<file path="config.mk">
export PLATFORM = sky130hd
export DESIGN_NAME = nbc_host
export DESIGN_NICKNAME = d
export VERILOG_FILES = /design/src/verilog/nbc_pkg.sv /design/src/verilog/nbc_host.sv /design/src/verilog/nbc_tick.sv /design/src/verilog/nbc_fifo.sv
export SDC_FILE = /design/constraint.sdc
export NUM_CORES = 1
export LEC_CHECK = 0
export ABC_AREA = 0
export BUFFER_PORTS_ARGS = -buffer_cell sky130_fd_sc_hd__buf_2
export CORE_UTILIZATION = 58
export CTS_CLUSTER_DIAMETER = 120
export DETAILED_ROUTE_END_ITERATION = 8
export PLACE_DENSITY = 0.81
export SYNTH_ARGS = -nofsm -noshare
export SYNTH_HDL_FRONTEND = slang
export SYNTH_SLANG_ARGS = --single-unit
export TNS_END_PERCENT = 100
</file>
<file path="constraint.sdc">
create_clock -name MCLK -period 4.35 [get_ports MCLK]
set_input_delay 0.435 -clock MCLK [delete_from_list [all_inputs] [get_ports MCLK]]
set_output_delay 0.435 -clock MCLK [all_outputs]
set_load 0.03 [all_outputs]
</file>
<file path="src/verilog/nbc_pkg.sv">
// Constants, codes and types for the parallel flash host controller.
// Assumes a single 25 MHz clock; all pin timing is built from it.
// Contract
// - Data in: CE low, latches low, RE high
// - Data out: CE low, WE high, latches low
// - Host holds WP high for program/erase codes
// - x8 address cycle layout, five cycles max
// - x16 address cycles on low lanes only
// - Fifth address cycle only for large density
// - Command codes on low lanes, CLE high
// - High lanes carry only data cycles
// - Page read and random column output codes
// - Program sequences and random data input code
// - Copy-back and block erase code order
// - Cache read codes; exit accepted while busy
// - Lock and signature command codes
// - Command cycle strobe and latch levels
// - Address cycle levels; four or five cycles
package nbc_pkg;

    // ****************************************************************
    // Timing
    // ****************************************************************
    localparam int CLK_NS   = 40;                          // Clock period
    localparam int TWB_NS   = 100;                         // Strobe to busy
    localparam int TWB_CYC  = (TWB_NS + CLK_NS - 1) / CLK_NS; // Least, rounded up
    localparam int TICK_DIV = 2;                           // Cycles per pin phase

    // ****************************************************************
    // Sizes and address layout
    // ****************************************************************
    localparam int FIFO_W       = 16;                      // Read word width
    localparam int FIFO_D       = 8;                       // Read buffer depth
    localparam int ADDR_W       = 29;                      // Flat address width
    localparam int CNT_W        = 12;                      // Read word count width
    localparam logic [2:0] ADDR_CYC_SMALL = 3'h4;          // Small density
    localparam logic [2:0] ADDR_CYC_BIG   = 3'h5;          // Large density
    localparam logic [2:0] ADDR_CYC_COL   = 3'h2;          // Column only
    // Lowest address bit and lane mask of each address cycle
    localparam logic [4:0] X8_LO  [5] = '{5'h00, 5'h08, 5'h0c, 5'h14, 5'h1c};
    localparam logic [7:0] X8_MSK [5] = '{8'hff, 8'h0f, 8'hff, 8'hff, 8'h01};
    localparam logic [4:0] X16_LO [5] = '{5'h00, 5'h08, 5'h0b, 5'h13, 5'h1b};
    localparam logic [7:0] X16_MSK[5] = '{8'hff, 8'h07, 8'hff, 8'hff, 8'h01};
    // Where column, page and block start in the flat address
    localparam int X8_PAGE_LO   = 12;
    localparam int X8_BLOCK_LO  = 18;
    localparam int X16_PAGE_LO  = 11;
    localparam int X16_BLOCK_LO = 17;

    // ****************************************************************
    // Command codes
    // ****************************************************************
    localparam logic [7:0] CMD_READ       = 8'h00;
    localparam logic [7:0] CMD_READ_GO    = 8'h30;
    localparam logic [7:0] CMD_RCOL       = 8'h05;
    localparam logic [7:0] CMD_RCOL_GO    = 8'he0;
    localparam logic [7:0] CMD_CREAD_GO   = 8'h31;
    localparam logic [7:0] CMD_CREAD_EXIT = 8'h34;
    localparam logic [7:0] CMD_PROG       = 8'h80;
    localparam logic [7:0] CMD_PROG_GO    = 8'h10;
    localparam logic [7:0] CMD_CPROG_GO   = 8'h15;
    localparam logic [7:0] CMD_RDIN       = 8'h85;
    localparam logic [7:0] CMD_CB_GO      = 8'h35;
    localparam logic [7:0] CMD_ERASE      = 8'h60;
    localparam logic [7:0] CMD_ERASE_GO   = 8'hd0;
    localparam logic [7:0] CMD_RESET      = 8'hff;
    localparam logic [7:0] CMD_STATUS     = 8'h70;
    localparam logic [7:0] CMD_SIG        = 8'h90;
    localparam logic [7:0] CMD_LOCKST     = 8'h7a;
    localparam logic [7:0] CMD_UNLK_LO    = 8'h23;
    localparam logic [7:0] CMD_UNLK_HI    = 8'h24;
    localparam logic [7:0] CMD_LOCK       = 8'h2a;
    localparam logic [7:0] CMD_LOCKDN     = 8'h2c;

    // ****************************************************************
    // Types
    // ****************************************************************
    typedef enum logic [2:0] {
        K_CMD  = 3'h0,                                     // One command cycle
        K_ADDR = 3'h1,                                     // Full address
        K_COL  = 3'h2,                                     // Column address
        K_WR   = 3'h3,                                     // One data word in
        K_RD   = 3'h4                                      // Words out
    } nbc_kind_e;

    typedef struct packed {
        nbc_kind_e           kind;                         // Cycle kind
        logic [7:0]          code;                         // Command code
        logic [ADDR_W-1:0]   arg;                          // Address or data
        logic [CNT_W-1:0]    cnt;                          // Words to read
    } nbc_req_s;

    typedef enum logic [2:0] {
        S_IDLE = 3'h0,                                     // Deselected
        S_RDY  = 3'h1,                                     // Wait device ready
        S_WP   = 3'h2,                                     // Let protect settle
        S_SET  = 3'h3,                                     // Write strobe low
        S_LAT  = 3'h4,                                     // Write strobe high
        S_GAP  = 3'h5,                                     // Settle, then next cycle
        S_RLO  = 3'h6,                                     // Read strobe low
        S_RHI  = 3'h7                                      // Read strobe high
    } nbc_state_e;

    // ****************************************************************
    // Code classes
    // ****************************************************************
    // Codes that start or confirm a program or erase
    function automatic logic is_prog(input logic [7:0] c);
        return c == CMD_PROG || c == CMD_PROG_GO || c == CMD_CPROG_GO ||
               c == CMD_RDIN || c == CMD_ERASE || c == CMD_ERASE_GO;
    endfunction : is_prog

    // Codes that may be issued while the device is busy
    function automatic logic busy_ok(input logic [7:0] c);
        return c == CMD_RESET || c == CMD_STATUS || c == CMD_CREAD_EXIT;
    endfunction : busy_ok

    // Codes after which the device may drop ready
    function automatic logic is_confirm(input logic [7:0] c);
        return c == CMD_READ_GO || c == CMD_CREAD_GO || c == CMD_CB_GO ||
               c == CMD_PROG_GO || c == CMD_CPROG_GO || c == CMD_ERASE_GO ||
               c == CMD_RESET;
    endfunction : is_confirm

    // Codes that end any program or erase sequence
    function automatic logic ends_prog(input logic [7:0] c);
        return c == CMD_READ || c == CMD_RCOL || c == CMD_SIG ||
               c == CMD_LOCKST || c == CMD_RESET;
    endfunction : ends_prog

endpackage : nbc_pkg

</file>
<file path="src/verilog/nbc_host.sv">
// Host controller driving a parallel flash over its bus-cycle pins.
// Assumes the device pins are sampled on MCLK and need no other timing.
`timescale 1ns/1ps
`default_nettype none
module nbc_host
    import nbc_pkg::*;
(
    input  wire logic             MCLK,
    input  wire logic             RST_N,
    input  wire logic             X16,
    input  wire logic             BIG,
    input  wire logic             REQ_VALID,
    input  wire nbc_pkg::nbc_req_s REQ,
    output var  logic             REQ_READY,
    output var  logic             RD_VALID,
    output var  logic [15:0]      RD_DATA,
    input  wire logic             RD_READY,
    output var  logic             DEV_BUSY,
    output var  logic             CHIP_SEL_N,
    output var  logic             CMD_LATCH_EN,
    output var  logic             ADDR_LATCH_EN,
    output var  logic             WR_STROBE_N,
    output var  logic             RD_STROBE_N,
    output var  logic             WR_PROT_N,
    output var  logic [15:0]      IO_OUT,
    output var  logic             IO_OE,
    input  wire logic [15:0]      IO_IN,
    input  wire logic             READY_BUSY_N
);
    // ****************************************************************
    // Declarations
    // ****************************************************************
    nbc_state_e        state_q;                            // Bus cycle state
    nbc_state_e        state_d;                            // Next state
    nbc_req_s          req_q;                              // Request in work
    logic [2:0]        idx_q;                              // Address cycle index
    logic [CNT_W-1:0]  left_q;                             // Words still to read
    logic [3:0]        gap_q;                              // Settle countdown
    logic              tick;                               // Phase enable
    logic              f_ready;                            // Buffer has room
    logic              f_push;                             // Word into buffer
    logic [15:0]       f_data;                             // Sampled word
    logic [2:0]        ncyc;                               // Address cycles needed
    logic [7:0]        abyte;                              // Current address byte
    logic [15:0]       drive;                              // Lane value to drive
    logic              is_cmd;                             // Request is a code
    logic              is_adr;                             // Request is address

    assign is_cmd = req_q.kind == K_CMD;
    assign is_adr = req_q.kind == K_ADDR || req_q.kind == K_COL;
    // Surplus cycles are never sent; the fifth only on the large part
    assign ncyc = (req_q.kind == K_COL) ? ADDR_CYC_COL :
                  (BIG ? ADDR_CYC_BIG : ADDR_CYC_SMALL);

    // ****************************************************************
    // Lane values
    // ****************************************************************
    // Address byte for this cycle from the flat address
    always_comb begin
        if (X16) begin
            abyte = 8'(req_q.arg >> X16_LO[idx_q]) & X16_MSK[idx_q];
        end else begin
            abyte = 8'(req_q.arg >> X8_LO[idx_q]) & X8_MSK[idx_q];
        end
    end

    // Codes and addresses use only the low lanes
    always_comb begin
        if (req_q.kind == K_WR) begin
            drive = X16 ? req_q.arg[15:0] : {8'h00, req_q.arg[7:0]};
        end else if (is_cmd) begin
            drive = {8'h00, req_q.code};
        end else begin
            drive = {8'h00, abyte};
        end
    end

    // ****************************************************************
    // Submodules
    // ****************************************************************
    // Pin phase timing
    nbc_tick #(
        .DIV   (TICK_DIV)
    ) u_tick (
        .clk   (MCLK),
        .rst_n (RST_N),
        .tick  (tick)
    );

    // Sampled read word, high lanes cleared on the narrow part
    assign f_data = X16 ? IO_IN : {8'h00, IO_IN[7:0]};
    assign f_push = (state_q == S_RLO) && tick;

    // Read data buffer; a full buffer stalls the read strobe
    nbc_fifo #(
        .WIDTH     (FIFO_W),
        .DEPTH     (FIFO_D)
    ) u_fifo (
        .clk       (MCLK),
        .rst_n     (RST_N),
        .in_valid  (f_push),
        .in_data   (f_data),
        .in_ready  (f_ready),
        .out_valid (RD_VALID),
        .out_data  (RD_DATA),
        .out_ready (RD_READY)
    );

    // ****************************************************************
    // Next state
    // ****************************************************************
    // Bus cycle sequencing
    always_comb begin
        state_d = state_q;
        case (state_q)
            S_IDLE: begin
                // Take a request whenever REQ_READY is high
                if (REQ_VALID && REQ_READY) begin
                    if (REQ.kind == K_RD) begin
                        state_d = (REQ.cnt == '0) ? S_IDLE : S_RLO;
                    end else begin
                        state_d = S_RDY;
                    end
                end
            end
            S_RDY: begin
                // Codes wait for ready unless allowed during busy
                if (tick && (!is_cmd || READY_BUSY_N || busy_ok(req_q.code))) begin
                    if (is_cmd && is_prog(req_q.code) && !WR_PROT_N) begin
                        state_d = S_WP;
                    end else begin
                        state_d = S_SET;
                    end
                end
            end
            S_WP: begin
                // One phase for protect to settle high
                if (tick) begin
                    state_d = S_SET;
                end
            end
            S_SET: begin
                // Strobe low phase done
                if (tick) begin
                    state_d = S_LAT;
                end
            end
            S_LAT: begin
                // Rising edge made, hold phase done
                if (tick) begin
                    state_d = S_GAP;
                end
            end
            S_GAP: begin
                // Next address cycle or finish after settle
                if (tick && gap_q == '0) begin
                    if (is_adr && idx_q < ncyc) begin
                        state_d = S_SET;
                    end else begin
                        state_d = S_IDLE;
                    end
                end
            end
            S_RLO: begin
                // Hold read strobe low until the buffer has room
                if (tick && f_ready) begin
                    state_d = S_RHI;
                end
            end
            S_RHI: begin
                // Next word or done
                if (tick) begin
                    state_d = (left_q == CNT_W'(1)) ? S_IDLE : S_RLO;
                end
            end
            default: begin
                state_d = S_IDLE;
            end
        endcase
    end

    // ****************************************************************
    // State and request registers
    // ****************************************************************
    // State register
    always_ff @(posedge MCLK) begin
        if (!RST_N) begin
            state_q <= S_IDLE;
        end else begin
            state_q <= state_d;
        end
    end

    // Request capture and read word count
    always_ff @(posedge MCLK) begin
        if (!RST_N) begin
            req_q  <= '0;
            left_q <= '0;
        end else if (state_q == S_IDLE && REQ_VALID && REQ_READY) begin
            req_q  <= REQ;
            left_q <= REQ.cnt;
        end else if (state_q == S_RHI && tick) begin
            left_q <= left_q - 1'b1;
        end
    end

    // Address cycle index, advanced after each latch edge so the
    // next byte is already selected when the strobe falls again
    always_ff @(posedge MCLK) begin
        if (!RST_N) begin
            idx_q <= '0;
        end else if (state_q == S_IDLE) begin
            idx_q <= '0;
        end else if (state_q == S_LAT && tick && is_adr) begin
            idx_q <= idx_q + 3'h1;
        end
    end

    // Settle after a confirm code so busy is seen before the next code
    always_ff @(posedge MCLK) begin
        if (!RST_N) begin
            gap_q <= '0;
        end else if (state_q == S_LAT && tick) begin
            gap_q <= (is_cmd && is_confirm(req_q.code)) ? 4'(TWB_CYC) : 4'h0;
        end else if (gap_q != '0) begin
            gap_q <= gap_q - 4'h1;
        end
    end

    // ****************************************************************
    // Pin registers
    // ****************************************************************
    // Select while working, standby when idle
    always_ff @(posedge MCLK) begin
        if (!RST_N) begin
            CHIP_SEL_N <= 1'b1;
        end else begin
            CHIP_SEL_N <= state_d == S_IDLE;
        end
    end

    // Latch enables through the strobe and its hold phase
    always_ff @(posedge MCLK) begin
        if (!RST_N) begin
            CMD_LATCH_EN  <= 1'b0;
            ADDR_LATCH_EN <= 1'b0;
        end else begin
            CMD_LATCH_EN  <= is_cmd && (state_d == S_SET || state_d == S_LAT);
            ADDR_LATCH_EN <= is_adr && (state_d == S_SET || state_d == S_LAT);
        end
    end

    // Write strobe low for one phase; rising edge latches the lanes
    always_ff @(posedge MCLK) begin
        if (!RST_N) begin
            WR_STROBE_N <= 1'b1;
        end else begin
            WR_STROBE_N <= state_d != S_SET;
        end
    end

    // Read strobe low per word; high during every write cycle
    always_ff @(posedge MCLK) begin
        if (!RST_N) begin
            RD_STROBE_N <= 1'b1;
        end else begin
            RD_STROBE_N <= state_d != S_RLO;
        end
    end

    // Lanes driven across strobe and hold, released for reads
    always_ff @(posedge MCLK) begin
        if (!RST_N) begin
            IO_OUT <= '0;
            IO_OE  <= 1'b0;
        end else begin
            IO_OE <= state_d == S_SET || state_d == S_LAT;
            if (state_d == S_SET) begin
                IO_OUT <= drive;
            end
        end
    end

    // Protect high from a program code until a read-class or reset code
    always_ff @(posedge MCLK) begin
        if (!RST_N) begin
            WR_PROT_N <= 1'b0;
        end else if (state_q == S_RDY && state_d == S_WP) begin
            WR_PROT_N <= 1'b1;
        end else if (state_q == S_LAT && tick && is_cmd && ends_prog(req_q.code)) begin
            WR_PROT_N <= 1'b0;
        end
    end

    // Request ready and device busy, both registered
    always_ff @(posedge MCLK) begin
        if (!RST_N) begin
            REQ_READY <= 1'b0;
            DEV_BUSY  <= 1'b0;
        end else begin
            REQ_READY <= state_d == S_IDLE && !(state_q == S_IDLE && REQ_VALID && REQ_READY);
            DEV_BUSY  <= !READY_BUSY_N;
        end
    end
endmodule : nbc_host
`default_nettype wire

</file>
<file path="src/verilog/nbc_tick.sv">
// Phase tick divider: one-cycle enable every DIV clock cycles.
// Assumes one clock and a synchronous active-low reset.
`timescale 1ns/1ps
`default_nettype none
module nbc_tick #(
    parameter int DIV = 2
) (
    input  wire logic clk,
    input  wire logic rst_n,
    output var  logic tick
);
    localparam int CW = $clog2(DIV + 1);

    logic [CW-1:0] cnt_q;                                  // Cycle count

    // ****************************************************************
    // Counter and pulse
    // ****************************************************************
    // Count to DIV-1, pulse once, wrap
    always_ff @(posedge clk) begin
        if (!rst_n) begin
            cnt_q <= '0;
            tick  <= 1'b0;
        end else if (cnt_q == CW'(DIV - 1)) begin
            cnt_q <= '0;
            tick  <= 1'b1;
        end else begin
            cnt_q <= cnt_q + 1'b1;
            tick  <= 1'b0;
        end
    end
endmodule : nbc_tick
`default_nettype wire

</file>
<file path="src/verilog/nbc_fifo.sv">
// Read data FIFO with valid and ready on both sides.
// Assumes one clock, synchronous active-low reset, DEPTH a power of two.
`timescale 1ns/1ps
`default_nettype none
module nbc_fifo #(
    parameter int WIDTH = 16,
    parameter int DEPTH = 8
) (
    input  wire logic             clk,
    input  wire logic             rst_n,
    input  wire logic             in_valid,
    input  wire logic [WIDTH-1:0] in_data,
    output var  logic             in_ready,
    output var  logic             out_valid,
    output var  logic [WIDTH-1:0] out_data,
    input  wire logic             out_ready
);
    localparam int AW = $clog2(DEPTH);

    logic [WIDTH-1:0] mem [DEPTH];                         // Storage
    logic [AW-1:0]    wp_q;                                // Write pointer
    logic [AW-1:0]    rp_q;                                // Read pointer
    logic [AW:0]      cnt_q;                               // Fill level
    logic [AW:0]      cnt_d;                               // Next fill level
    logic             full_q;                              // Full flag
    logic             push;                                // Word taken
    logic             pop;                                 // Word given

    assign push     = in_valid && !full_q;
    assign pop      = out_valid && out_ready;
    assign in_ready = !full_q;
    assign out_data = mem[rp_q];

    // Next fill level
    always_comb begin
        cnt_d = cnt_q;
        if (push && !pop) begin
            cnt_d = cnt_q + 1'b1;
        end else if (pop && !push) begin
            cnt_d = cnt_q - 1'b1;
        end
    end

    // ****************************************************************
    // Storage and pointers
    // ****************************************************************
    // Write the array
    always_ff @(posedge clk) begin
        if (push) begin
            mem[wp_q] <= in_data;
        end
    end

    // Pointers, level and registered flags
    always_ff @(posedge clk) begin
        if (!rst_n) begin
            wp_q      <= '0;
            rp_q      <= '0;
            cnt_q     <= '0;
            full_q    <= 1'b0;
            out_valid <= 1'b0;
        end else begin
            if (push) begin
                wp_q <= wp_q + 1'b1;
            end
            if (pop) begin
                rp_q <= rp_q + 1'b1;
            end
            cnt_q     <= cnt_d;
            full_q    <= cnt_d == (AW+1)'(DEPTH);
            out_valid <= cnt_d != '0;
        end
    end
endmodule : nbc_fifo
`default_nettype wire

</file>
# Word-level counts from Yosys, hierarchy flattened

Memories as Yosys holds them, arrays and structs flattened. A register that Yosys moved wholly into a read port is not among the register bits.
Index checks and enable logic that the tools add are counted.

Add/sub/neg operators: 8
Order comparisons: 2
Eq/ne operators: 34
Shift operators: 2
Multiplexer cells: 43
Bitwise logic cells: 4
Reductions and logical operators: 65

Operator list:

| cell                    | number |
|---|---|
| $shr A29 B5 Y8          | 2 |
| $mux W16                | 3 |
| $mux W8                 | 6 |
| $mux W3                 | 14 |
| $eq A8 B8 Y1 const B    | 5 |
| $eq A8 B6 Y1 const B    | 4 |
| $eq A8 B7 Y1 const B    | 3 |
| $logic_and A1 B1 Y1     | 24 |
| $mux W12                | 2 |
| $pmux W3 S8             | 1 |
| $logic_or A1 B1 Y1      | 21 |
| $mux W5                 | 4 |
| $eq A3 B2 Y1 const B    | 6 |
| $eq A3 B3 Y1 const B    | 6 |
| $and A8 B8 Y8           | 2 |
| $eq A8 B5 Y1 const B    | 2 |
| $mux W4                 | 4 |
| $eq A12 B1 Y1 const B   | 1 |
| $logic_not A12 Y1       | 1 |
| $sub A12 B1 Y12 const B | 1 |
| $add A3 B1 Y3 const B   | 3 |
| $logic_not A3 Y1        | 3 |
| $eq A8 B3 Y1 const B    | 1 |
| $logic_not A8 Y1        | 1 |
| other kinds (19)        | 38 |

Register bits: 102
Memory bits (writable): 128
ROM bits: 208
Input bits: 75
Output and inout bits: 42
Logic and storage cells: 187
Memories: 5

Memories:

| memory          | words | width | read ports | clocked after Yosys merged registers in | write ports | line           | RTL |
|---|---|---|---|---|---|---|---|
| u_fifo.mem      | 8     | 16    | 1          | 1                                       | 1           | nbc_fifo.sv:20 | `logic [WIDTH-1:0] mem [DEPTH];` |
| (no name shown) | 8     | 8     | 1          | 0                                       | 0           | nbc_host.sv:63 | `abyte = 8'(req_q.arg >> X8_LO[idx_q]) & X8_MSK[idx_q];` |
| (no name shown) | 8     | 8     | 1          | 0                                       | 0           | nbc_host.sv:61 | `abyte = 8'(req_q.arg >> X16_LO[idx_q]) & X16_MSK[idx_q];` |
| (no name shown) | 8     | 5     | 1          | 0                                       | 0           | nbc_host.sv:63 |  |
| (no name shown) | 8     | 5     | 1          | 0                                       | 0           | nbc_host.sv:61 |  |

# Longest topological paths before layout

Word-level depth: 14
Depth in mapped cells: 11
Depth with buffers taken out: 9

# Hierarchy

Synthesis repeated with hierarchy kept, for this count alone.

Cell total of the unflattened synthesis: 931
Area total of the unflattened synthesis: 10699.0 um^2

Modules (own cells, without submodules):

| module   | times used | cells an instance | area each (um^2) | seq. area each (um^2) |
|---|---|---|---|---|
| nbc_fifo | 1          | 264               | 5631.7           | 4144.0 |
| nbc_host | 1          | 659               | 4959.8           | 1741.7 |
| nbc_tick | 1          | 8                 | 107.6            | 60.1 |

# Worst setup path after synthesis

No wires, ideal clock.

Kind: reg-to-reg
From: register state_q[0]
To: memory u_fifo.mem[2][0], enable pin
Setup time: 0.436 ns
Arrival: 2.929 ns
Required time: 3.914 ns
Path slack: 0.985 ns
Stages on the path, launching flop included: 6
Period minus slack after synthesis: 3.365 ns
Cell sequence: dfxtp_1 clkbuf_1 nand4b_1 or2_2 clkbuf_1 nor4b_1

Word-level cells in the longest chain between the ends: 5

RTL lines:

| element                       | line            | RTL |
|---|---|---|
| start, declared               | nbc_host.sv:33  | `nbc_state_e state_q;` |
| start signal, assigned        | nbc_host.sv:190 | `state_q <= state_d;` |
| $eq A3 B3 Y1                  | nbc_host.sv:92  | `assign f_push = (state_q == S_RLO) && tick;` |
| $logic_and A1 B1 Y1           | nbc_host.sv:92  |  |
| $logic_and A1 B1 Y1           | nbc_fifo.sv:29  | `assign push = in_valid && !full_q;` |
| $mux W1                       | nbc_fifo.sv:49  | `if (push) begin` |
| $mux W1 (not written as such) | nbc_fifo.sv:50  | `mem[wp_q] <= in_data;` |
| end, declared                 | nbc_fifo.sv:20  |  |

No other way between the ends.

# Worst setup path after layout

From: register req_q[50] (netlist bit)
To: register WR_STROBE_N

Word-level cells in the longest chain between the ends: 8
Elaborated cells between the ends (all ways): 19

RTL lines:

| element                                                   | line                                           | RTL |
|---|---|---|
| start, declared                                           | nbc_host.sv:35                                 | `nbc_req_s req_q;` |
| start signal, assigned                                    | nbc_host.sv:197                                | `req_q <= '0;` |
| start signal, assigned                                    | nbc_host.sv:200                                | `req_q <= REQ;` |
| $eq A3 B2 Y1 or $logic_not A3 Y1 (tied branches)          | nbc_host.sv:50, nbc_host.sv:52, nbc_host.sv:49 |  |
| $mux W3 or $logic_not A1 Y1 (tied branches)               | nbc_host.sv:52, nbc_host.sv:128                |  |
| $lt A3 B3 Y1 or $logic_or A1 B1 Y1 (tied branches)        | nbc_host.sv:157, nbc_host.sv:128               |  |
| $logic_and A1 B1 Y1 or $logic_or A1 B1 Y1 (tied branches) | nbc_host.sv:157, nbc_host.sv:128               |  |
| $mux W2 or $logic_and A1 B1 Y1 (tied branches)            | nbc_host.sv:157, nbc_host.sv:128               |  |
| $mux W3 (on tied branches)                                | nbc_host.sv:156, nbc_host.sv:128               |  |
| $pmux W3 S8 (*)                                           | nbc_host.sv:115                                | `case (state_q)` |
| $ne A3 B2 Y1 (*)                                          | nbc_host.sv:258                                | `WR_STROBE_N <= state_d != S_SET;` |
| end signal, assigned                                      | nbc_host.sv:256                                | `WR_STROBE_N <= 1'b1;` |
| end signal, assigned                                      | nbc_host.sv:258                                |  |
| end, declared                                             | nbc_host.sv:22                                 | `output var logic WR_STROBE_N,` |

Mark *: on every way between the ends. The rest lies on a longest branch, timed or not.
A chain may end at the register's enable or synchronous reset.

==> results_dict.tcl <==
set metrics [dict create \
    end_kind "flop" \
    stdcell_count 1264 \
    firstDrtPassIters 5 \
    post_drt_via_cell_ratio 6.033 \
    yosysSeqAreaShare_pct 55.83 \
    post_dp_cell_area_sq_um 11380 \
    worst-setup-path-type "flop to flop" \
    relSlewSlack_pct 31.67 \
    p_leak_nw 4.341 \
    rows 49 \
    r2r_start "req_q[50]" \
    min_path_type "input port to flop" \
    r2r-end "WR_STROBE_N" \
    ctsResizeCount 0 \
    design_area_sq_um 12210 \
    fin_hold_ws_ps 129.2 \
    synth_top_area_share_pct 36.09 \
    ys_ff_latch 233 \
    antenna_cells 0 \
    cp.arrival_ps 3800 \
    synthToLayoutAreaGrowth_pct 14.65 \
    initial_utilization_pct 59.29 \
    synth_top_area_cell "edfxtp_1" \
    p_per_area_nw_per_um2 482.0 \
    syn-num-nets 1023 \
    timing.fmax_ghz 0.2938 \
    ys_warn_count 0 \
    holdPathStages 2 \
    final_max_slew_viol_count 0 \
    grt_usage_pct 25.46 \
    port_buffers 116 \
    grt_max_degree 71 \
    wire_per_inst_microns 18.69 \
    synth_cell_type_count 72 \
    clkSlewWorstSetupHoldPaths_ps 60 \
    startpoint "req_q[50]" \
    drc 0 \
    numCtsBuffers 24 \
    nFillCells 1331 \
    fin_crit_ps 3403 \
    clkSinkCount 233 \
    cap_viol_max_count 0 \
    die_area_sq_um 18910 \
    crit_slowest_cell "a211o_1" \
    ant_nets 0 \
    top_usage_layer "met2" \
    cts_tree "done" \
    grtUsageMet1_pct 33.35 \
    synthTopCellsByArea "edfxtp_1 (36%), dfxtp_1 (20%), mux4_2 (7.6%), nand2_1 (5.0%), a21oi_1 (3.5%)" \
    core_region_area_sq_um 17960 \
    synthFlopType "edfxtp_1" \
    regArea_sq_um 5948 \
    root_buffer "clkbuf_16" \
    reg2reg_depth 8 \
    drt-total-wl_mm 23.62 \
    vdd_drop_max_mv 0.3540 \
    tightestPinTransition_ps 1024 \
    cts_max_path_buffers 3 \
    final_core_util_pct 67.97 \
    drt-initial-drc-count 619 \
    holdPathEnd "DEV_BUSY" \
    num-nets-final 1106 \
    fin_setup_tns_ps 0 \
    syn_inst 934 \
    finalCritPeriodShare_pct 78.24 \
    htreeDepth 1 \
    grt_pass1_wl_mm 36.96 \
    clk-insertion-delay-late_ps 510 \
    cp_max_fo 20 \
    hold_buffers 0 \
    grt_pass1_vias 7238 \
    gp_congestion 0.9726 \
    die_x_microns 137.5 \
    crit_path_start_kind "flop" \
    path_cells "or3b_2 -> ha_1 -> o21ai_0 -> a31oi_1 -> or4_1 -> o2111a_1 -> a211o_1 -> or2_1" \
    hold_viol 0 \
    dp_hpwl_mm 15.41 \
    min-delay-start "READY_BUSY_N" \
    syn_area_per_cell_sq_um 11.40 \
    die_h_microns 137.5 \
    multi_input_area_sq_um 4415 \
    required_ps 4750 \
    r2r_slack_ps 950 \
    finalSetupViolCount 0 \
    drive_above_1_share_pct 23.77 \
    grt_overflow 0 \
    status "finished clean" \
    synth_edf_count 128 \
    met3_usage_pct 4.010 \
    fin_worst_skew_ps 7.906 \
    place_inst 1220 \
    postCtsSetupBuffers 0 \
    grt_use_met2_pct 43.41 \
    synth_area_sq_um 10650 \
    cp_slowest_stage_delay_ps 650 \
    antenna_found_initial 1 \
    async_flop_share_pct 0 \
    ioPinCount 117 \
    route.vias.total 7626 \
    rsz0062_at_grt "false" \
]
==> cells by family after synthesis <==
group	count (synthesis)	synth area share [%]
compound gates	172	10.56
xor+xnor	12	0.9868
fa+ha+maj	14	1.645
buf+inv	89	3.325
flops	233	55.83
mux	91	13.05
simple gates	323	14.60
==> power by group <==
| group | total (W) | leakage [nW] | internal [W] | switching (W) |
|---|---|---|---|---|
| clock | 0.00210 | 0.409 | 0.00127 | 0.000835 |
| combinational | 0.00111 | 1.92 | 0.000495 | 0.000618 |
| sequential | 0.00267 | 2.01 | 0.00246 | 0.000215 |
==> critical path: cells and delay by family, from the launching register on <==
family	cells	cell delay [ps]
and+or+nand+nor	3	1390
DFF	1	540
adders and majority gates	1	280
AOI/OAI and AO/OA	4	1070
==> layout by cell type (no fill, tap or decap), types with 15 or more instances in the layout <==
cell         n
nand2_1    143
edfxtp_1   128
buf_2      116
dfxtp_1    103
a21oi_1     74
nor2_1      47
mux4_2      36
mux2i_1     32
clkbuf_16   27
nor3_1      25
mux2_2      23
inv_1       19
nand3_1     18
o21ai_0     15
==> metal layers <==
metal	vias up	share of wire (%)
li1	3629	-
met1	3644	42
met2	292	49
met3	59	6.4
met4	2	2.5
met5	-	0.055
==> registers in the layout (all words and copies together) (netlist names), 2 cells and up, named ones only <==
register / count
u_fifo.mem: 128
u_fifo.cnt_q: 4
u_tick.cnt_q: 2
u_fifo.rp_q: 3
gap_q: 4
state_q: 3
u_fifo.wp_q: 3
req_q: 40
IO_OUT: 16
left_q: 12
idx_q: 3
==> through the flow <==
step | setup WS, ps | power [W]
finish | 946.6 | 0.005885
CTS | 953.5 | 0.005917
floorplan | 984.9 | 0.003539
global placement | 1016 | 0.003797
global route | 767.0 | 0.006140
detailed placement | 965.7 | 0.003821
==> synthesized netlist by cell type (all sizes together) (7+ instances only) <==
master  instances
a211oi         13
a21oi          74
and2           14
buf            13
clkbuf         56
dfxtp         105
edfxtp        128
ha             14
inv            20
mux2           23
mux2i          32
mux4           36
nand2         143
nand2b         11
nand3          18
nor2           47
nor3           27
nor3b           7
nor4           11
o211ai         12
o21ai          15
o221ai          7
o31ai           7
or3             9
xnor2           8
==> layout make-up <==
class                      instances  area share (%)
clock buffer                      36           6.220
clock inverter                     8          0.5738
inverter                          20          0.6148
multi-input combinational        612           36.16
sequential                       233           48.71
tap                              229           2.347
timing repair buffer             126           5.369
==> how the worst max path moves through the flow <==
stage / endpoint / slack (ps) / cells after the start
after floorplan: u_fifo.mem[2][0] / 980 / 5
after global placement: WR_STROBE_N / 1020 / 8
final: WR_STROBE_N / 950 / 8
after global routing: WR_STROBE_N / 770 / 8
after detailed placement: WR_STROBE_N / 970 / 8
after CTS: WR_STROBE_N / 950 / 8
No activity file was read; power rests on OpenSTA's default activity.
